[config.mk]
export PLATFORM = sky130hd
export DESIGN_NAME = pkg_power_seq
export DESIGN_NICKNAME = d
export VERILOG_FILES = /design/src/rtl/pkg_state_pkg.sv /design/src/rtl/perf_coord.sv /design/src/rtl/pkg_power_seq.sv
export VERILOG_INCLUDE_DIRS = /design/src /design/src/rtl
export SDC_FILE = /design/constraint.sdc
export NUM_CORES = 1
export LEC_CHECK = 0
export ABC_AREA = 1
export BUFFER_PORTS_ARGS = -buffer_cell sky130_fd_sc_hd__buf_2
export CELL_PAD_IN_SITES_DETAIL_PLACEMENT = 1
export CELL_PAD_IN_SITES_GLOBAL_PLACEMENT = 1
export CORE_ASPECT_RATIO = 0.8
export CORE_MARGIN = 5
export CORE_UTILIZATION = 39
export DETAILED_ROUTE_END_ITERATION = 7
export PLACE_DENSITY_LB_ADDON = 0.1
export SLEW_MARGIN = 20
export SYNTH_ARGS = -nofsm -noshare
export SYNTH_HDL_FRONTEND = slang
export SYNTH_SLANG_ARGS = --single-unit
[constraint.sdc]
create_clock -name clk -period 2.75 [get_ports clk]
set_input_delay 0.55 -clock clk [delete_from_list [all_inputs] [get_ports clk]]
set_output_delay 0.55 -clock clk [all_outputs]
set_load 0.005 [all_outputs]
[src/rtl/pkg_state_map.svh]
`ifndef PKG_STATE_MAP_SVH
`define PKG_STATE_MAP_SVH

// Bus clock period in ns
`define CLK_PERIOD_NS 100
// Stop-Grant entry limit after acknowledge response, bus clocks
`define STOP_GRANT_LIMIT_CLKS 20
// PLL settling after deep-sleep release, microseconds
`define PLL_SETTLE_US 15
`define PLL_SETTLE_CLKS ((`PLL_SETTLE_US * 1000) / `CLK_PERIOD_NS)
// Core unavailable time per frequency transition, microseconds
`define FREQ_BLOCK_US 10
`define FREQ_BLOCK_CLKS ((`FREQ_BLOCK_US * 1000) / `CLK_PERIOD_NS)
// Width of the voltage-select code
`define VSEL_W 7
`define FREQ_W 6
`define TIMER_W 12
// Reset value of operating point
`define VSEL_RESET 7'h20
`define FREQ_RESET 6'h08

`endif

[src/rtl/pkg_state_pkg.sv]
package pkg_state_pkg;
  typedef enum logic [2:0] {
    PKG_NORMAL = 3'h0,
    PKG_STOP_GRANT = 3'h1,
    PKG_SG_SNOOP = 3'h2,
    PKG_SLEEP = 3'h3,
    PKG_DEEP_SLEEP = 3'h4,
    PKG_DEEP_EXIT = 3'h5
  } pkg_state_t;

  typedef enum logic [2:0] {
    CORE_C0 = 3'h0,
    CORE_C1 = 3'h1,
    CORE_C2 = 3'h2,
    CORE_C3 = 3'h3,
    CORE_SG = 3'h4
  } core_state_t;

  typedef enum logic [2:0] {
    PERF_IDLE = 3'h0,
    PERF_VUP = 3'h1,
    PERF_RELOCK = 3'h2,
    PERF_VDOWN = 3'h3
  } perf_state_t;
endpackage : pkg_state_pkg

[src/rtl/perf_coord.sv]
`timescale 1ns/1ps
`default_nettype none
`include "pkg_state_map.svh"
module perf_coord
  import pkg_state_pkg::*;
#(
  parameter int VSEL_W = `VSEL_W,
  parameter int FREQ_W = `FREQ_W
)
(
  input wire logic clk,
  input wire logic rstn,
  input wire logic core0_req_valid,
  input wire logic [FREQ_W-1:0] core0_req_freq,
  input wire logic [VSEL_W-1:0] core0_req_vsel,
  input wire logic core1_req_valid,
  input wire logic [FREQ_W-1:0] core1_req_freq,
  input wire logic [VSEL_W-1:0] core1_req_vsel,
  input wire logic pll_locked,
  output logic [VSEL_W-1:0] voltage_select_code,
  output logic [FREQ_W-1:0] pll_freq,
  output logic pll_relock,
  output logic block_next_request_n,
  output logic perf_busy
);
  localparam logic [11:0] BLOCK_CLKS = 12'(`FREQ_BLOCK_CLKS);

  perf_state_t st_r, st_nxt;
  logic [FREQ_W-1:0] c0f_r, c0f_nxt, c1f_r, c1f_nxt, curf_r, curf_nxt, tgtf_r, tgtf_nxt;
  logic [VSEL_W-1:0] c0v_r, c0v_nxt, c1v_r, c1v_nxt, curv_r, curv_nxt, tgtv_r, tgtv_nxt;
  logic pend_r, pend_nxt;
  logic [11:0] tmr_r, tmr_nxt;
  logic [FREQ_W-1:0] mf;
  logic [VSEL_W-1:0] mv;

  // Higher of two requests; equal requests fall through unchanged
  function automatic logic [FREQ_W-1:0] fmax(input logic [FREQ_W-1:0] a, input logic [FREQ_W-1:0] b);
    fmax = (a > b) ? a : b;
  endfunction : fmax
  function automatic logic [VSEL_W-1:0] vmax(input logic [VSEL_W-1:0] a, input logic [VSEL_W-1:0] b);
    vmax = (a > b) ? a : b;
  endfunction : vmax

  always_comb
  begin
    mf = fmax(c0f_r, c1f_r);
    mv = vmax(c0v_r, c1v_r);
    st_nxt = st_r;
    c0f_nxt = core0_req_valid ? core0_req_freq : c0f_r;
    c0v_nxt = core0_req_valid ? core0_req_vsel : c0v_r;
    c1f_nxt = core1_req_valid ? core1_req_freq : c1f_r;
    c1v_nxt = core1_req_valid ? core1_req_vsel : c1v_r;
    curf_nxt = curf_r;
    curv_nxt = curv_r;
    tgtf_nxt = tgtf_r;
    tgtv_nxt = tgtv_r;
    tmr_nxt = tmr_r;
    // A new request during a transition waits here until idle
    pend_nxt = pend_r | core0_req_valid | core1_req_valid;
    case (st_r)
      PERF_IDLE:
      begin
        if (pend_r && (mf != curf_r || mv != curv_r))
        begin
          pend_nxt = core0_req_valid | core1_req_valid;
          tgtf_nxt = mf;
          tgtv_nxt = mv;
          st_nxt = (mf > curf_r) ? PERF_VUP : PERF_RELOCK;
        end
        else if (pend_r)
          pend_nxt = core0_req_valid | core1_req_valid;
      end
      PERF_VUP:
      begin
        // Step the code one at a time for a glitch-free ramp
        if (curv_r < tgtv_r)
          curv_nxt = curv_r + VSEL_W'(1);
        else
        begin
          tmr_nxt = BLOCK_CLKS;
          curf_nxt = tgtf_r;
          st_nxt = PERF_RELOCK;
        end
      end
      PERF_RELOCK:
      begin
        if (curf_r != tgtf_r)
        begin
          curf_nxt = tgtf_r;
          // The load cycle counts toward the blocked window
          tmr_nxt = BLOCK_CLKS - 12'h001;
        end
        else if (pll_locked || tmr_r == 12'h001)
        begin
          tmr_nxt = 12'h000;
          st_nxt = PERF_VDOWN;
        end
        else
          tmr_nxt = tmr_r - 12'h001;
      end
      PERF_VDOWN:
      begin
        if (curv_r > tgtv_r)
          curv_nxt = curv_r - VSEL_W'(1);
        else
        begin
          curv_nxt = tgtv_r;
          st_nxt = PERF_IDLE;
        end
      end
      default: st_nxt = PERF_IDLE;
    endcase
  end

  always_ff @(posedge clk or negedge rstn)
  begin
    if (!rstn)
    begin
      st_r <= PERF_IDLE;
      c0f_r <= `FREQ_RESET;
      c1f_r <= `FREQ_RESET;
      curf_r <= `FREQ_RESET;
      tgtf_r <= `FREQ_RESET;
      c0v_r <= `VSEL_RESET;
      c1v_r <= `VSEL_RESET;
      curv_r <= `VSEL_RESET;
      tgtv_r <= `VSEL_RESET;
      pend_r <= 1'b0;
      tmr_r <= 12'h000;
    end
    else
    begin
      st_r <= st_nxt;
      c0f_r <= c0f_nxt;
      c1f_r <= c1f_nxt;
      curf_r <= curf_nxt;
      tgtf_r <= tgtf_nxt;
      c0v_r <= c0v_nxt;
      c1v_r <= c1v_nxt;
      curv_r <= curv_nxt;
      tgtv_r <= tgtv_nxt;
      pend_r <= pend_nxt;
      tmr_r <= tmr_nxt;
    end
  end

  assign voltage_select_code = curv_r;
  assign pll_freq = curf_r;
  assign pll_relock = (st_r == PERF_RELOCK);
  assign block_next_request_n = ~(st_r == PERF_RELOCK);
  assign perf_busy = (st_r != PERF_IDLE);

  a_relock_bounded: assert property (@(posedge clk) disable iff (!rstn)
    $rose(pll_relock) |-> ##[1:100] !pll_relock) else $error("Relock exceeded window");
  a_vup_before_lock: assert property (@(posedge clk) disable iff (!rstn)
    (st_r == PERF_VUP) |=> (curf_r == $past(curf_r)) || st_r == PERF_RELOCK) else $error("Frequency moved early");
  a_bnr_during_lock: assert property (@(posedge clk) disable iff (!rstn)
    $changed(pll_freq) |-> !block_next_request_n) else $error("Frequency moved unblocked");
endmodule : perf_coord
`default_nettype wire

[src/rtl/pkg_power_seq.sv]
// Contract
// - Any core in C0/C1 means Normal
// - Running cores enter Stop-Grant within 20 clocks
// - Stop-clock release restores prior core states
// - Reset in Stop-Grant keeps Stop-Grant state
// - Stop-Grant latches one interrupt per kind
// - Pending break asserts for any latched event, only while in Stop-Grant or Stop-Grant Snoop
// - Snoop or interrupt enters Stop-Grant Snoop
// - Sleep request in Stop-Grant enters Sleep
// - Reset in Sleep resets directly
// - Deep-sleep request enters and leaves Deep Sleep
// - Sleep counted after 15 us settling
// - Voltage up before relock, down after; a voltage rise without a frequency rise is applied after relock
// - Requests during transition are deferred
// - Cores blocked at most 10 us; a voltage-only change can block up to 4096 clocks
// - Merge core requests, take the higher
// - Package state resolved from core states
`timescale 1ns/1ps
`default_nettype none
`include "pkg_state_map.svh"
module pkg_power_seq
  import pkg_state_pkg::*;
#(
  parameter int VSEL_W = `VSEL_W,
  parameter int FREQ_W = `FREQ_W
)
(
  input wire logic clk,
  input wire logic rstn,
  input wire logic sys_reset_n,
  input wire logic stop_clock_request_n,
  input wire logic sleep_request_n,
  input wire logic deep_sleep_request_pin_n,
  input wire logic [2:0] core0_req_state,
  input wire logic [2:0] core1_req_state,
  input wire logic stop_grant_ack_resp,
  input wire logic bus_snoop,
  input wire logic bus_interrupt,
  input wire logic snoop_done,
  input wire logic system_mgmt_interrupt_n,
  input wire logic warm_restart_n,
  input wire logic [1:0] local_interrupt_lines,
  input wire logic monitor_event,
  input wire logic interrupt_enable_flag,
  input wire logic service_taken,
  input wire logic core0_req_valid,
  input wire logic [FREQ_W-1:0] core0_req_freq,
  input wire logic [VSEL_W-1:0] core0_req_vsel,
  input wire logic core1_req_valid,
  input wire logic [FREQ_W-1:0] core1_req_freq,
  input wire logic [VSEL_W-1:0] core1_req_vsel,
  input wire logic pll_locked,
  output logic [2:0] package_state,
  output logic [2:0] core0_state,
  output logic [2:0] core1_state,
  output logic pending_break_event_n,
  output logic internal_clk_run,
  output logic pll_enable,
  output logic core_init,
  output logic [3:0] latched_events,
  output logic [VSEL_W-1:0] voltage_select_code,
  output logic [FREQ_W-1:0] pll_freq,
  output logic pll_relock,
  output logic block_next_request_n,
  output logic perf_busy
);
  localparam logic [11:0] SETTLE_CLKS = 12'(`PLL_SETTLE_CLKS);

  pkg_state_t st_r, st_nxt;
  core_state_t c0_r, c0_nxt, c1_r, c1_nxt, c0_prev_r, c0_prev_nxt, c1_prev_r, c1_prev_nxt;
  logic [3:0] lat_r, lat_nxt;
  logic pbe_r, pbe_nxt;
  logic bint_r, bint_nxt;
  logic init_r, init_nxt;
  logic [11:0] tmr_r, tmr_nxt;
  logic [3:0] ev_in;
  logic in_sg;

  // Halt states count as running for package resolution
  function automatic logic core_active(input core_state_t s);
    core_active = (s == CORE_C0) || (s == CORE_C1);
  endfunction : core_active

  always_comb
  begin
    in_sg = (st_r == PKG_STOP_GRANT) || (st_r == PKG_SG_SNOOP);
    ev_in = {~local_interrupt_lines[1], ~local_interrupt_lines[0], ~warm_restart_n, ~system_mgmt_interrupt_n};
    st_nxt = st_r;
    c0_nxt = core_state_t'(core0_req_state);
    c1_nxt = core_state_t'(core1_req_state);
    c0_prev_nxt = c0_prev_r;
    c1_prev_nxt = c1_prev_r;
    lat_nxt = lat_r;
    bint_nxt = bint_r;
    tmr_nxt = tmr_r;
    init_nxt = 1'b0;
    // Reset from the system: Sleep resets fully, Stop-Grant stays put
    if (!sys_reset_n)
    begin
      init_nxt = 1'b1;
      lat_nxt = 4'h0;
      bint_nxt = 1'b0;
      c0_nxt = CORE_C0;
      c1_nxt = CORE_C0;
      if (in_sg)
      begin
        st_nxt = PKG_STOP_GRANT;
        c0_nxt = CORE_SG;
        c1_nxt = CORE_SG;
      end
      else
        st_nxt = PKG_NORMAL;
    end
    else
    begin
      if (!stop_clock_request_n && !(st_r == PKG_NORMAL && stop_grant_ack_resp == 1'b0))
      begin
        // Cores in C2/C3 keep their state; active ones park in Stop-Grant
        c0_nxt = core_active(c0_r) ? CORE_SG : c0_r;
        c1_nxt = core_active(c1_r) ? CORE_SG : c1_r;
        if (st_r == PKG_NORMAL)
        begin
          c0_prev_nxt = c0_r;
          c1_prev_nxt = c1_r;
        end
      end
      else if (c0_r == CORE_SG || c1_r == CORE_SG)
      begin
        if (stop_clock_request_n)
        begin
          c0_nxt = (c0_r == CORE_SG) ? c0_prev_r : c0_nxt;
          c1_nxt = (c1_r == CORE_SG) ? c1_prev_r : c1_nxt;
        end
        else
        begin
          c0_nxt = c0_r;
          c1_nxt = c1_r;
        end
      end
      // Latch events while stop-granted; set wins over service clear
      if (in_sg)
      begin
        lat_nxt = lat_r | ev_in;
        bint_nxt = bint_r | bus_interrupt;
      end
      else if (service_taken)
      begin
        lat_nxt = 4'h0;
        bint_nxt = 1'b0;
      end
      case (st_r)
        PKG_NORMAL:
          if (!stop_clock_request_n && !core_active(c0_nxt) && !core_active(c1_nxt))
            st_nxt = PKG_STOP_GRANT;
        PKG_STOP_GRANT:
          if (stop_clock_request_n)
            st_nxt = PKG_NORMAL;
          else if (!sleep_request_n)
            st_nxt = PKG_SLEEP;
          else if (bus_snoop || bus_interrupt)
            st_nxt = PKG_SG_SNOOP;
        PKG_SG_SNOOP:
          if (snoop_done)
            st_nxt = PKG_STOP_GRANT;
        PKG_SLEEP:
          if (!deep_sleep_request_pin_n)
            st_nxt = PKG_DEEP_SLEEP;
          else if (sleep_request_n)
            st_nxt = PKG_STOP_GRANT;
        PKG_DEEP_SLEEP:
          if (deep_sleep_request_pin_n)
          begin
            st_nxt = PKG_DEEP_EXIT;
            tmr_nxt = SETTLE_CLKS;
          end
        PKG_DEEP_EXIT:
          if (tmr_r == 12'h001)
            st_nxt = PKG_SLEEP;
          else
            tmr_nxt = tmr_r - 12'h001;
        default: st_nxt = PKG_NORMAL;
      endcase
      // Normal always wins while either core is active
      if (core_active(c0_nxt) || core_active(c1_nxt))
        st_nxt = PKG_NORMAL;
    end
    // A latched bus interrupt holds the break request whatever the enable flag says
    pbe_nxt = in_sg && ((|lat_nxt) || bint_nxt || monitor_event || (!interrupt_enable_flag && bus_interrupt));
  end

  always_ff @(posedge clk or negedge rstn)
  begin
    if (!rstn)
    begin
      st_r <= PKG_NORMAL;
      c0_r <= CORE_C0;
      c1_r <= CORE_C0;
      c0_prev_r <= CORE_C0;
      c1_prev_r <= CORE_C0;
      lat_r <= 4'h0;
      pbe_r <= 1'b0;
      bint_r <= 1'b0;
      init_r <= 1'b0;
      tmr_r <= 12'h000;
    end
    else
    begin
      st_r <= st_nxt;
      c0_r <= c0_nxt;
      c1_r <= c1_nxt;
      c0_prev_r <= c0_prev_nxt;
      c1_prev_r <= c1_prev_nxt;
      lat_r <= lat_nxt;
      pbe_r <= pbe_nxt;
      bint_r <= bint_nxt;
      init_r <= init_nxt;
      tmr_r <= tmr_nxt;
    end
  end

  assign package_state = st_r;
  assign core0_state = c0_r;
  assign core1_state = c1_r;
  assign pending_break_event_n = ~pbe_r;
  assign latched_events = lat_r;
  assign core_init = init_r;
  // Sleep stops internal clocks but keeps the PLL
  assign internal_clk_run = !(st_r == PKG_SLEEP || st_r == PKG_DEEP_SLEEP || st_r == PKG_DEEP_EXIT);
  assign pll_enable = (st_r != PKG_DEEP_SLEEP);

  perf_coord #(
    .VSEL_W(VSEL_W),
    .FREQ_W(FREQ_W)
  ) u_perf (
    .clk(clk),
    .rstn(rstn),
    .core0_req_valid(core0_req_valid),
    .core0_req_freq(core0_req_freq),
    .core0_req_vsel(core0_req_vsel),
    .core1_req_valid(core1_req_valid),
    .core1_req_freq(core1_req_freq),
    .core1_req_vsel(core1_req_vsel),
    .pll_locked(pll_locked),
    .voltage_select_code(voltage_select_code),
    .pll_freq(pll_freq),
    .pll_relock(pll_relock),
    .block_next_request_n(block_next_request_n),
    .perf_busy(perf_busy)
  );

  a_normal_active: assert property (@(posedge clk) disable iff (!rstn)
    sys_reset_n && (core_active(core_state_t'(core0_req_state)) && stop_clock_request_n) |=> st_r == PKG_NORMAL)
    else $error("Active core but not Normal");
  a_sg_entry: assert property (@(posedge clk) disable iff (!rstn)
    sys_reset_n && !stop_clock_request_n && stop_grant_ack_resp && c0_r == CORE_C0 ##1 !stop_clock_request_n
    |-> c0_r == CORE_SG) else $error("Core missed Stop-Grant");
  a_sg_return: assert property (@(posedge clk) disable iff (!rstn)
    sys_reset_n && stop_clock_request_n && c0_r == CORE_SG |=> c0_r == $past(c0_prev_r))
    else $error("Core not restored");
  a_reset_in_sg: assert property (@(posedge clk) disable iff (!rstn)
    !sys_reset_n && in_sg |=> st_r == PKG_STOP_GRANT && core_init) else $error("Reset left Stop-Grant");
  a_reset_in_sleep: assert property (@(posedge clk) disable iff (!rstn)
    !sys_reset_n && st_r == PKG_SLEEP |=> st_r == PKG_NORMAL) else $error("Sleep reset not direct");
  a_pbe_latched: assert property (@(posedge clk) disable iff (!rstn)
    in_sg && sys_reset_n && (|ev_in) && st_nxt != PKG_NORMAL |=> !pending_break_event_n)
    else $error("Pending break missing");
  a_latch_hold: assert property (@(posedge clk) disable iff (!rstn)
    in_sg && sys_reset_n && !system_mgmt_interrupt_n |=> lat_r[0]) else $error("Event not latched");
  a_snoop_entry: assert property (@(posedge clk) disable iff (!rstn)
    sys_reset_n && st_r == PKG_STOP_GRANT && !stop_clock_request_n && sleep_request_n && bus_snoop
    && !core_active(core_state_t'(core0_req_state)) && !core_active(core_state_t'(core1_req_state))
    |=> st_r == PKG_SG_SNOOP) else $error("Snoop state missed");
  a_sleep_clocks: assert property (@(posedge clk) disable iff (!rstn)
    st_r == PKG_SLEEP |-> !internal_clk_run && pll_enable) else $error("Sleep clocks wrong");
  a_settle_time: assert property (@(posedge clk) disable iff (!rstn)
    st_r == PKG_DEEP_SLEEP ##1 st_r == PKG_DEEP_EXIT |-> tmr_r == SETTLE_CLKS) else $error("Settle count wrong");
endmodule : pkg_power_seq
`default_nettype wire

==> parameters.txt, run 1 <==
Parameter                              Value

Power
  Switching fraction of total power    0.448
  Combinational group share of total power    0.511
  Net switching component of the power    3.27 mW
  Worst IR drop on VDD    0.000357 V
  Power density over the cells    953 mW/mm²
  Part of the power in registers    0.322
  Clock share of power    0.167
  Leakage    3.84 nW
  Internal power    4.02 mW

Yosys
  Post-Syn Area per Cell    7.71 µm²
  Async set-reset flop share out of synthesis    1.00
  Nets in the synthesized netlist    889
  Primary FF master, synth    sky130_fd_sc_hd__dfrtp_1
  Cell area after synthesis    0.00618 mm²
  Seq/Total Area, Yosys    0.411
  Number of different library cells in the post-synthesis netlist    52
  Synthesis-stage register bit count    101
  Number of standard cells after synthesis    801
  Ys Warns    0
  Count of flip-flops with a built-in enable after synthesis    0

Global route
  Total routing resource utilization after global routing    0.212
  Wire length of the first global-routing pass    31.4 mm
  Antenna violations before repair    0
  Number of global-route vias before repair    6218
  GR Overflow Total    0
  Pin count of the biggest net entering global routing    50

Final layout
  Final instance count without filler cells    1143
  Area of the multi-input gates    0.00329 mm²
  Filler Cell Count    1971
  Fraction of final layout cells with drive strength greater than 1    0.224
  Top library cells by usage in the layout, fill and taps aside    170 x sky130_fd_sc_hd__nand2_1, 118 x sky130_fd_sc_hd__inv_1, 93 x sky130_fd_sc_hd__dfrtp_1
  Leading cell type in the layout, fill and taps excluded    sky130_fd_sc_hd__nand2_1
  Synthesis-to-finish area growth    23.9%
  N_diodes    0
  FF/Latch Area    0.00254 mm²
  Final nets    1011

Worst setup path
  Stage delay of the slowest cell on the critical path    0.40 ns
  Most common cell on crit path    sky130_fd_sc_hd__nand2_1
  Critical path required time    3.03 ns
  Worst-path fanout max    6
  Critical path, cell by cell    inv_2 -> ha_4 -> inv_2 -> o21bai_4 -> a21oi_4 -> nor2_4 -> o22ai_4 -> buf_8 -> nand2_4 -> o21ai_4 -> ha_4 -> nand4_1 -> nand3b_1 -> nor2_1 -> nand3_1 -> buf_4 -> o21bai_1 -> nand2_1 -> nand2_1 -> nand2_1 -> nand2_1
  Worst path bufs/invs    4
  Arrival time reported for the critical path endpoint    3.29 ns
  Crit. End Element    flip-flop
  Startpoint Class    flip-flop
  Critical path type    reg2reg
  CP max-delay cell    sky130_fd_sc_hd__dfrtp_1
  Cell family with most CP delay    simple AND/OR/NAND/NOR gates

Clocking
  Root Driver    sky130_fd_sc_hd__clkbuf_16
  Number of clock sinks seen by CTS    101
  Number of CTS-inserted buffers    9
  Latest clock arrival within the worst-skew pair    0.35 ns
  H-tree depth    3
  TritonCTS clock tree    built
  Clock tree buffer depth    2
  Register clock-pin slew on the reported worst setup and hold paths    0.07 ns

Floorplan
  Floorplan die height    123 µm
  Placement Rows    41
  Die X-Extent    151 µm
  Starting density of the core    0.395
  I/O pin count    85
  Placeable core area    0.0156 mm²
  Floorplan die area    0.0185 mm²

Placement
  Routability cong.    0.869
  Total of buffers placed on input and output ports    84
  Number of instances in the placed design    1112
  Half-perimeter wire length of the detailed placement result    14.2 mm

Timing
  Unrepaired setup endpoints after global routing    true
  Highest clock rate    0.332 GHz
  Crit path time final    3.01 ns
  Post-route fraction of the period consumed by the critical path    1.09
  Number of pins with negative max-slew slack in the final report    0
  Setup total negative slack    -3.27 ns
  Setup skew after layout    0.00869 ns
  Worst path setup slack after routing    -0.258 ns
  Worst-Margin Slew    0.569 ns
  Final-report setup violation count    15
  Relative max-transition margin    0.611
  Hold Violations, Final    0

Drt
  DRC violation count after routing    0
  Post-DR wirelength/cell    16.4 µm
  WL met3    552 µm
  Antenna-violating nets left    0
  Highest Signal Layer    met4
  Met1 wire length    9.33 mm
  Post-Route WL    18.7 mm
  Met2 wire len    8.70 mm
  Number of DRC markers in iteration 0    243
  Via density per instance    5.09
  Vias post-DR    5819
  Pre-antenna DRT Iters    4

Status
  Result of the run    finished with violations
  Failing checks    setup timing

Job
  # Max-Cap Violations    0

Hold path
  Type of the tightest min-delay check    in2async
## layout make-up
class                           count  share of cell area
Clock buffer                       12              0.0322
Tap cell                          215              0.0351
Timing Repair Buffer              132               0.106
Inverter                          125              0.0613
Sequential cell                   101               0.332
Multi-Input combinational cell    554               0.430
Clock inverter                      4             0.00327
## path summary, 6_finish.rpt
| kind | cells past startpoint | to | slack (ns) | from |
|---|---|---|---|---|
| max | 21 | u_perf.st_r[1] | -0.26 | u_perf.c1f_r[1] |
| min | 1 | u_perf.tmr_r[0] | 0.10 | rstn |
| max reg2reg | 21 | u_perf.st_r[1] | -0.26 | u_perf.c1f_r[1] |
| min reg2reg | 2 | u_perf.tgtv_r[5] | 0.48 | u_perf.tgtv_r[5] |
| max in group asynchronous | 2 | latched_events[2] | 1.95 | rstn |
| min in group clk | 3 | u_perf.c0f_r[2] | 0.41 | core0_req_freq[2] |
## routing by layer
metal / track usage / vias to the layer above
li1: - / 2903
met1: 0.297 / 2822
met2: 0.343 / 84
met3: 0.0391 / 10
met4: 0.0493 / 0
met5: 0 / -
## state kept, by name, summed over array words and instances (netlist names), 2 cells and up
| signal | cells |
|---|---|
| core0_state | 3 |
| package_state | 3 |
| u_perf.tmr_r | 12 |
| u_perf.pll_freq | 6 |
| latched_events | 4 |
| u_perf.st_r | 2 |
| u_perf.c0f_r | 6 |
| u_perf.tgtv_r | 7 |
| c1_prev_r | 3 |
| u_perf.c1f_r | 6 |
| u_perf.voltage_select_code | 7 |
| u_perf.tgtf_r | 6 |
| core1_state | 3 |
| tmr_r | 12 |
| c0_prev_r | 3 |
| u_perf.c1v_r | 7 |
| u_perf.c0v_r | 7 |
## power groups by stage
stage	sequential (mW)	clock, mW	combinational, mW
finish	2.35	1.22	3.73
global route	2.41	1.31	4.21
CTS	2.35	1.26	3.67
detailed placement	2.36	0	3.49
global placement	2.34	0	3.31
floorplan	2.29	0	2.30
## per-stage QoR
stage,power [mW],instance area (µm²),util,setup WS [ns],hold slack [ns]
floorplan,4.59,6200,-,-0.0586,0.254
global placement,5.65,7030,0.449,-0.117,0.462
detailed placement,5.86,7030,0.449,-0.200,0.469
CTS,7.28,7570,0.484,-0.154,0.109
global route,7.93,7650,0.489,-0.442,0.121
finish,7.29,7650,0.489,-0.258,0.104
## synthesized netlist by cell type (4+ instances only)
library cell | count | area, µm²
sky130_fd_sc_hd__mux2_2 | 4 | 45.0
sky130_fd_sc_hd__o21ai_0 | 80 | 400
sky130_fd_sc_hd__clkbuf_1 | 13 | 48.8
sky130_fd_sc_hd__dfrtp_1 | 93 | 2330
sky130_fd_sc_hd__nand2_2 | 4 | 25.0
sky130_fd_sc_hd__dfstp_2 | 8 | 210
sky130_fd_sc_hd__nor3_1 | 11 | 55.1
sky130_fd_sc_hd__nand3_2 | 5 | 50.1
sky130_fd_sc_hd__xor2_1 | 10 | 87.6
sky130_fd_sc_hd__a21oi_1 | 42 | 210
sky130_fd_sc_hd__nor2_1 | 51 | 191
sky130_fd_sc_hd__nand2_1 | 177 | 664
sky130_fd_sc_hd__ha_1 | 36 | 450
sky130_fd_sc_hd__nand3_1 | 55 | 275
sky130_fd_sc_hd__o211ai_1 | 7 | 52.6
sky130_fd_sc_hd__inv_1 | 122 | 458
sky130_fd_sc_hd__nand4_1 | 23 | 144
sky130_fd_sc_hd__a211oi_1 | 6 | 45.0
## logic make-up after synthesis
family,share of synthesized area
and+or+nand+nor,0.248
AOI/OAI and AO/OA,0.147
buffers and inverters,0.0954
DFF,0.411
adders and majority gates,0.0729
xor gates and xnor gates,0.0184
muxes,0.00729
## timing repair
action                                  CTS  global route
endpoints found under the setup margin   15            16
gates resized for setup                  34            10
pin swaps                                17             6
buffers inserted                         10             4
gates cloned                              1             0
hold buffers                              0             0
(Power assumes the default switching activity.)
==> inputs of run 2 (changes only) <==
CTS_CLUSTER_SIZE = 14   (was default)
SKIP_CTS_REPAIR_TIMING = 1   (was default)
SKIP_LAST_GASP = 1   (was default)
==> parameters.txt, run 2 (synthesized netlist as in run 1, its figures left out) <==
Parameter                              Value

Status
  Result of the run    finished with violations (unchanged)
  Failing checks    setup timing (unchanged)

Power
  Worst IR drop on VDD    0.000382 V (was 0.000357 V)
  Leakage    3.77 nW (was 3.84 nW)
  Combinational group share of total power    0.500 (was 0.511)
  Net switching component of the power    3.18 mW (was 3.27 mW)
  Clock share of power    0.171 (was 0.167)
  Part of the power in registers    0.330 (was 0.322)
  Switching fraction of total power    0.447 (was 0.448)
  Power density over the cells    962 mW/mm² (was 953 mW/mm²)
  Internal power    3.93 mW (was 4.02 mW)
  Post-route total power    7.12 mW (was 7.29 mW)

Floorplan
  I/O pin count    85 (unchanged)
  Floorplan die height    123 µm (unchanged)
  Placeable core area    0.0156 mm² (unchanged)
  Starting density of the core    0.395 (unchanged)
  Floorplan die area    0.0185 mm² (unchanged)
  Placement Rows    41 (unchanged)
  Die X-Extent    151 µm (unchanged)

Timing
  Setup skew after layout    0.00890 ns (was 0.00869 ns)
  Unrepaired setup endpoints after global routing    true (unchanged)
  Highest clock rate    0.332 GHz (about the same)
  Relative max-transition margin    0.611 (about the same)
  Worst path setup slack after routing    -0.262 ns (was -0.258 ns)
  Number of pins with negative max-slew slack in the final report    0 (unchanged)
  Worst-Margin Slew    0.569 ns (about the same)
  Crit path time final    3.01 ns (about the same)
  Final-report setup violation count    15 (unchanged)
  Post-route fraction of the period consumed by the critical path    1.10 (was 1.09)
  Hold Violations, Final    0 (unchanged)

Worst setup path
  Startpoint Class    flip-flop (unchanged)
  Crit. End Element    flip-flop (unchanged)
  Critical path, cell by cell    inv_2 -> ha_1 -> a21oi_1 -> o21bai_1 -> o22ai_2 -> buf_6 -> o21ai_2 -> ha_1 -> nand4_1 -> nand3b_1 -> nor2_1 -> nand3_1 -> buf_4 -> o21bai_1 -> nand2_1 -> nand2_1 -> nand2_1 -> nand2_1 (was inv_2 -> ha_4 -> inv_2 -> o21bai_4 -> a21oi_4 -> nor2_4 -> o22ai_4 -> buf_8 -> nand2_4 -> o21ai_4 -> ha_4 -> nand4_1 -> nand3b_1 -> nor2_1 -> nand3_1 -> buf_4 -> o21bai_1 -> nand2_1 -> nand2_1 -> nand2_1 -> nand2_1)
  Worst path bufs/invs    3 (was 4)
  Stage delay of the slowest cell on the critical path    0.57 ns (was 0.40 ns)
  Critical path type    reg2reg (unchanged)
  Cell family with most CP delay    simple AND/OR/NAND/NOR gates (unchanged)
  Reg2Reg Setup Slack    -0.26 ns (about the same)
  Critical path required time    3.04 ns (was 3.03 ns)
  Depth of the worst register-to-register path    18 (was 21)
  Worst-path fanout max    6 (unchanged)
  CP max-delay cell    sky130_fd_sc_hd__dfstp_2 (was sky130_fd_sc_hd__dfrtp_1)
  Arrival time reported for the critical path endpoint    3.30 ns (was 3.29 ns)
  Startpoint of the worst-slack reg-to-reg timing path    u_perf.c1f_r[3] (was u_perf.c1f_r[1])
  Crit Reg-Reg Endpoint    u_perf.st_r[1] (unchanged)
  Most common cell on crit path    sky130_fd_sc_hd__nand2_1 (unchanged)

Clocking
  Number of clock sinks seen by CTS    101 (unchanged)
  H-tree depth    3 (unchanged)
  Root Driver    sky130_fd_sc_hd__clkbuf_16 (unchanged)
  Clock tree buffer depth    2 (unchanged)
  TritonCTS clock tree    built (unchanged)
  Register clock-pin slew on the reported worst setup and hold paths    0.07 ns (about the same)
  Number of CTS-inserted buffers    9 (unchanged)
  Latest clock arrival within the worst-skew pair    0.35 ns (about the same)

Final layout
  Area of the multi-input gates    0.00313 mm² (was 0.00329 mm²)
  Top flop regs    tmr_r (12), u_perf.tmr_r (12) (unchanged)
  Filler Cell Count    1984 (was 1971)
  Final nets    1001 (was 1011)
  N_diodes    0 (unchanged)
  FF/Latch Area    0.00254 mm² (unchanged)
  Leading cell type in the layout, fill and taps excluded    sky130_fd_sc_hd__nand2_1 (unchanged)
  Top library cells by usage in the layout, fill and taps aside    172 x sky130_fd_sc_hd__nand2_1, 120 x sky130_fd_sc_hd__inv_1, 93 x sky130_fd_sc_hd__dfrtp_1 (was 170 x sky130_fd_sc_hd__nand2_1, 118 x sky130_fd_sc_hd__inv_1, 93 x sky130_fd_sc_hd__dfrtp_1)
  Post-route standard cell area excluding fillers    0.00740 mm² (was 0.00765 mm²)
  Synthesis-to-finish area growth    19.8% (was 23.9%)
  Fraction of final layout cells with drive strength greater than 1    0.202 (was 0.224)

Drt
  Pre-antenna DRT Iters    4 (unchanged)
  Via density per instance    5.12 (was 5.09)
  DRC violation count after routing    0 (unchanged)
  Antenna-violating nets left    0 (unchanged)
  Number of DRC markers in iteration 0    257 (was 243)
  Post-DR wirelength/cell    16.0 µm (was 16.4 µm)
  Post-Route WL    18.1 mm (was 18.7 mm)
  Vias post-DR    5798 (was 5819)

Global route
  GR Overflow Total    0 (unchanged)
  Number of global-route vias before repair    6105 (was 6218)
  Total routing resource utilization after global routing    0.205 (was 0.212)
  Wire length of the first global-routing pass    30.4 mm (was 31.4 mm)
  Pin count of the biggest net entering global routing    50 (unchanged)
  Antenna violations before repair    0 (unchanged)

Hold path
  Type of the tightest min-delay check    in2async (unchanged)

Placement
  Cell area reported after detailed placement    0.00703 mm² (unchanged)
  Total of buffers placed on input and output ports    84 (unchanged)
  Worst setup slack before clock tree synthesis    -0.200 ns (unchanged)
  Half-perimeter wire length of the detailed placement result    14.2 mm (unchanged)
  Routability cong.    0.869 (unchanged)

Job
  # Max-Cap Violations    0 (unchanged)
run 2: cell count changes in the layout (fill, tap and decap cells not counted), sizes merged:
cell  change
buf      -10
run 2: per-layer routing:
layer,global-route usage,up-vias,share of wire
met3,0.0461,7,0.036
met4,0.0340,0,0.0065
met1,0.294,2822,0.50
li1,-,2879,-
met2,0.324,90,0.46
met5,0,-,0
run 2: layout make-up:
type | instances | share of cell area
clock buffers | 12 | 0.0333
clock inverters | 4 | 0.00338
inverters | 125 | 0.0634
multi-input cells | 554 | 0.423
flip-flops and latches | 101 | 0.343
well taps | 215 | 0.0363
repair buffers | 122 | 0.0979
run 2: worst reg2reg max path, stage by stage, from the launching register on:
cell and delay [ns]:
sky130_fd_sc_hd__dfstp_2 0.57, sky130_fd_sc_hd__inv_2 0.04, sky130_fd_sc_hd__ha_1 0.19, sky130_fd_sc_hd__a21oi_1 0.16, sky130_fd_sc_hd__o21bai_1 0.11, sky130_fd_sc_hd__o22ai_2 0.17
sky130_fd_sc_hd__buf_6 0.17, sky130_fd_sc_hd__o21ai_2 0.08, sky130_fd_sc_hd__ha_1 0.30, sky130_fd_sc_hd__nand4_1 0.12, sky130_fd_sc_hd__nand3b_1 0.19, sky130_fd_sc_hd__nor2_1 0.11
sky130_fd_sc_hd__nand3_1 0.11, sky130_fd_sc_hd__buf_4 0.15, sky130_fd_sc_hd__o21bai_1 0.14, sky130_fd_sc_hd__nand2_1 0.11, sky130_fd_sc_hd__nand2_1 0.11, sky130_fd_sc_hd__nand2_1 0.08
sky130_fd_sc_hd__nand2_1 0.06
run 2: metrics by stage:
step / utilization / setup TNS [ns] / std cells / hold WS (ns)
after floorplan: - / -0.549 / 801 / 0.254
after detailed placement: 0.449 / -2.67 / 1112 / 0.469
after CTS: 0.466 / -3.13 / 1128 / 0.109
final: 0.473 / -3.54 / 1133 / 0.102
after global routing: 0.473 / -6.06 / 1133 / 0.118
after global placement: 0.449 / -1.51 / 1112 / 0.462
run 2: how the worst max path moves through the flow:
stage | start | end | slack, ns | cells after the start
3_3_place_gp | u_perf.c1f_r[3] | u_perf.tgtv_r[4] | -0.12 | 17
6_report | u_perf.c1f_r[3] | u_perf.st_r[1] | -0.26 | 18
4_1_cts | u_perf.c1f_r[1] | u_perf.tgtv_r[1] | -0.23 | 18
2_1_floorplan | u_perf.c1f_r[3] | u_perf.tgtf_r[1] | -0.06 | 17
5_1_grt | u_perf.c1f_r[1] | u_perf.st_r[0] | -0.46 | 21
3_5_place_dp | u_perf.c1f_r[1] | u_perf.tgtv_r[1] | -0.20 | 18
run 2: power groups by stage:
| stage | clock network, mW | logic [mW] | registers, mW |
|---|---|---|---|
| after floorplan | 0 | 2.30 | 2.29 |
| after detailed placement | 0 | 3.49 | 2.36 |
| final | 1.21 | 3.56 | 2.35 |
| after global placement | 0 | 3.31 | 2.34 |
| after global routing | 1.31 | 4.05 | 2.41 |
| after CTS | 1.26 | 3.52 | 2.34 |
==> inputs of run 3 (changes only) <==
==> constraint.sdc (replaced) <==
create_clock -name clk -period 2.75 [get_ports clk]
set_input_delay 0.1375 -clock clk [delete_from_list [all_inputs] [get_ports clk]]
set_output_delay 0.1375 -clock clk [all_outputs]
set_load 0.005 [all_outputs]
==> parameters.txt, run 3 (synthesized netlist as in run 1, its figures left out) <==
Parameter                              Value

Drt
  DRC violation count after routing    0 (unchanged)
  Via density per instance    5.15 (was 5.12)
  Vias post-DR    5817 (was 5798)
  Post-Route WL    18.2 mm (was 18.1 mm)
  Post-DR wirelength/cell    16.1 µm (was 16.0 µm)
  Antenna-violating nets left    0 (unchanged)
  Pre-antenna DRT Iters    4 (unchanged)
  Number of DRC markers in iteration 0    306 (was 257)

Power
  Clock share of power    0.190 (was 0.171)
  Internal power    4.09 mW (was 3.93 mW)
  Power density over the cells    977 mW/mm² (was 962 mW/mm²)
  Leakage    3.77 nW (about the same)
  Net switching component of the power    3.21 mW (was 3.18 mW)
  Part of the power in registers    0.322 (was 0.330)
  Combinational group share of total power    0.489 (was 0.500)
  Switching fraction of total power    0.439 (was 0.447)
  Worst IR drop on VDD    0.000334 V (was 0.000382 V)

Timing
  Relative max-transition margin    0.475 (was 0.611)
  Setup skew after layout    0.00711 ns (was 0.00890 ns)
  Final-report setup violation count    15 (unchanged)
  Setup total negative slack    -3.15 ns (was -3.54 ns)
  Number of pins with negative max-slew slack in the final report    0 (unchanged)
  Worst-Margin Slew    0.788 ns (was 0.569 ns)
  Worst path setup slack after routing    -0.235 ns (was -0.262 ns)
  Hold Violations, Final    8 (was 0)
  Post-route fraction of the period consumed by the critical path    1.09 (was 1.10)
  Unrepaired setup endpoints after global routing    true (unchanged)
  Highest clock rate    0.335 GHz (was 0.332 GHz)
  Crit path time final    2.99 ns (was 3.01 ns)
  Hold Worst Slack    -0.0100 ns (was 0.102 ns)

Placement
  Total of buffers placed on input and output ports    84 (unchanged)
  Half-perimeter wire length of the detailed placement result    13.9 mm (was 14.2 mm)
  Routability cong.    0.880 (was 0.869)
  Number of instances in the placed design    1108 (was 1112)

Worst setup path
  Worst-path fanout max    6 (unchanged)
  Crit. End Element    flip-flop (unchanged)
  Cell family with most CP delay    simple AND/OR/NAND/NOR gates (unchanged)
  Startpoint Class    flip-flop (unchanged)
  Critical path type    reg2reg (unchanged)
  Critical path, cell by cell    inv_2 -> ha_1 -> nand3_2 -> nor2_2 -> o22ai_2 -> buf_6 -> nand2_1 -> o21ai_2 -> ha_4 -> nand4_1 -> nand3b_1 -> nor2_1 -> nand3_1 -> or2_4 -> buf_6 -> nand4_1 -> nand2_1 (was inv_2 -> ha_1 -> a21oi_1 -> o21bai_1 -> o22ai_2 -> buf_6 -> o21ai_2 -> ha_1 -> nand4_1 -> nand3b_1 -> nor2_1 -> nand3_1 -> buf_4 -> o21bai_1 -> nand2_1 -> nand2_1 -> nand2_1 -> nand2_1)
  Arrival time reported for the critical path endpoint    3.22 ns (was 3.30 ns)
  Stage delay of the slowest cell on the critical path    0.54 ns (was 0.57 ns)
  CP max-delay cell    sky130_fd_sc_hd__dfstp_2 (unchanged)
  Worst path bufs/invs    3 (unchanged)
  Critical path required time    2.99 ns (was 3.04 ns)

Clocking
  Latest clock arrival within the worst-skew pair    0.36 ns (was 0.35 ns)
  Root Driver    sky130_fd_sc_hd__clkbuf_16 (unchanged)
  Number of CTS-inserted buffers    9 (unchanged)
  H-tree depth    3 (unchanged)
  TritonCTS clock tree    built (unchanged)
  Number of clock sinks seen by CTS    101 (unchanged)
  Clock tree buffer depth    2 (unchanged)
  Register clock-pin slew on the reported worst setup and hold paths    0.07 ns (about the same)

Final layout
  Final nets    998 (was 1001)
  Filler Cell Count    2008 (was 1984)
  Synthesis-to-finish area growth    21.0% (was 19.8%)
  Leading cell type in the layout, fill and taps excluded    sky130_fd_sc_hd__nand2_1 (unchanged)
  Top library cells by usage in the layout, fill and taps aside    171 x sky130_fd_sc_hd__nand2_1, 119 x sky130_fd_sc_hd__inv_1, 93 x sky130_fd_sc_hd__dfrtp_1 (was 172 x sky130_fd_sc_hd__nand2_1, 120 x sky130_fd_sc_hd__inv_1, 93 x sky130_fd_sc_hd__dfrtp_1)
  Final instance count without filler cells    1130 (was 1133)
  Top flop regs    tmr_r (12), u_perf.tmr_r (12) (unchanged)
  N_diodes    0 (unchanged)
  Fraction of final layout cells with drive strength greater than 1    0.202 (about the same)

Global route
  Total routing resource utilization after global routing    0.203 (was 0.205)
  Wire length of the first global-routing pass    30.3 mm (was 30.4 mm)
  Pin count of the biggest net entering global routing    66 (was 50)
  Number of global-route vias before repair    6113 (was 6105)
  Antenna violations before repair    0 (unchanged)
  GR Overflow Total    0 (unchanged)

Status
  Result of the run    finished with violations (unchanged)
  Failing checks    hold timing, setup timing (was setup timing)

Floorplan
  Floorplan die height    123 µm (unchanged)
  Placeable core area    0.0156 mm² (unchanged)
  I/O pin count    85 (unchanged)
  Placement Rows    41 (unchanged)
  Die X-Extent    151 µm (unchanged)
  Starting density of the core    0.395 (unchanged)
  Floorplan die area    0.0185 mm² (unchanged)

Job
  # Max-Cap Violations    0 (unchanged)

Hold path
  Type of the tightest min-delay check    in2reg (was in2async)
run 3: cell types whose count changed in the layout (fill, tap and decap cells not counted), moves of 2 or more:
cell                            previous run  this run
sky130_fd_sc_hd__buf_4                    37        28
sky130_fd_sc_hd__nand2_2                   8        10
sky130_fd_sc_hd__clkinvlp_4                2         0
sky130_fd_sc_hd__o21bai_4                  0         2
sky130_fd_sc_hd__buf_6                     1         4
sky130_fd_sc_hd__bufinv_16                 0         2
sky130_fd_sc_hd__o21bai_1                  3         1
sky130_fd_sc_hd__dlygate4sd3_1             0         3
run 3: path summary, 6_finish.rpt:
kind / from / cells after the start / slack (ns) / to
min reg2reg: u_perf.tgtv_r[5] / 2 / 0.48 / u_perf.tgtv_r[5]
min: core1_req_freq[2] / 3 / -0.01 / u_perf.c1f_r[2]
max in group asynchronous: rstn / 3 / 1.68 / u_perf.tgtf_r[3]
min in group asynchronous: rstn / 2 / 0.30 / u_perf.voltage_select_code[4]
max reg2reg: u_perf.c1f_r[3] / 17 / -0.24 / u_perf.tgtf_r[2]
max: u_perf.c1f_r[3] / 17 / -0.24 / u_perf.tgtf_r[2]
run 3: worst min-delay path: cells and delay by family:
kind                   cells  cell delay, ns
AOI/OAI and AO/OA          1            0.06
buffers and inverters      1            0.07
and+or+nand+nor            1            0.04
run 3: layer usage:
metal,wire [µm],global-route usage,vias up
met3,640,0.0373,11
li1,-,-,2883
met2,7960,0.314,84
met1,9400,0.298,2839
met5,0,0,-
met4,170,0.0447,0
run 3: final cells by class:
class	count	area [µm²]	share of cell area
inverter	125	469	0.0628
tap	215	269	0.0360
sequential	101	2540	0.340
timing repair buffer	119	721	0.0965
multi-input combinational	554	3170	0.424
clock inverter	4	73.8	0.00988
clock buffer	12	236	0.0316
run 3: power by group through the flow:
| stage | clock network (mW) | logic, mW | registers [mW] |
|---|---|---|---|
| 4_1_cts | 1.43 | 3.49 | 2.34 |
| 3_5_place_dp | 0 | 3.47 | 2.37 |
| 2_1_floorplan | 0 | 2.30 | 2.29 |
| 5_1_grt | 1.48 | 4.05 | 2.41 |
| 3_3_place_gp | 0 | 3.28 | 2.34 |
| 6_report | 1.39 | 3.57 | 2.35 |
run 3: per-stage QoR:
| stage | power, mW | hold WS [ns] | utilization | cell area, µm² | setup slack [ns] |
|---|---|---|---|---|---|
| 2_1_floorplan | 4.59 | -0.158 | - | 6200 | -0.0586 |
| 3_3_place_gp | 5.62 | 0.147 | 0.447 | 7000 | -0.124 |
| 3_5_place_dp | 5.84 | 0.152 | 0.447 | 7000 | -0.308 |
| 4_1_cts | 7.26 | -0.236 | 0.467 | 7310 | -0.321 |
| 5_1_grt | 7.95 | 0.00120 | 0.478 | 7470 | -0.452 |
| 6_report | 7.30 | -0.0100 | 0.478 | 7470 | -0.235 |
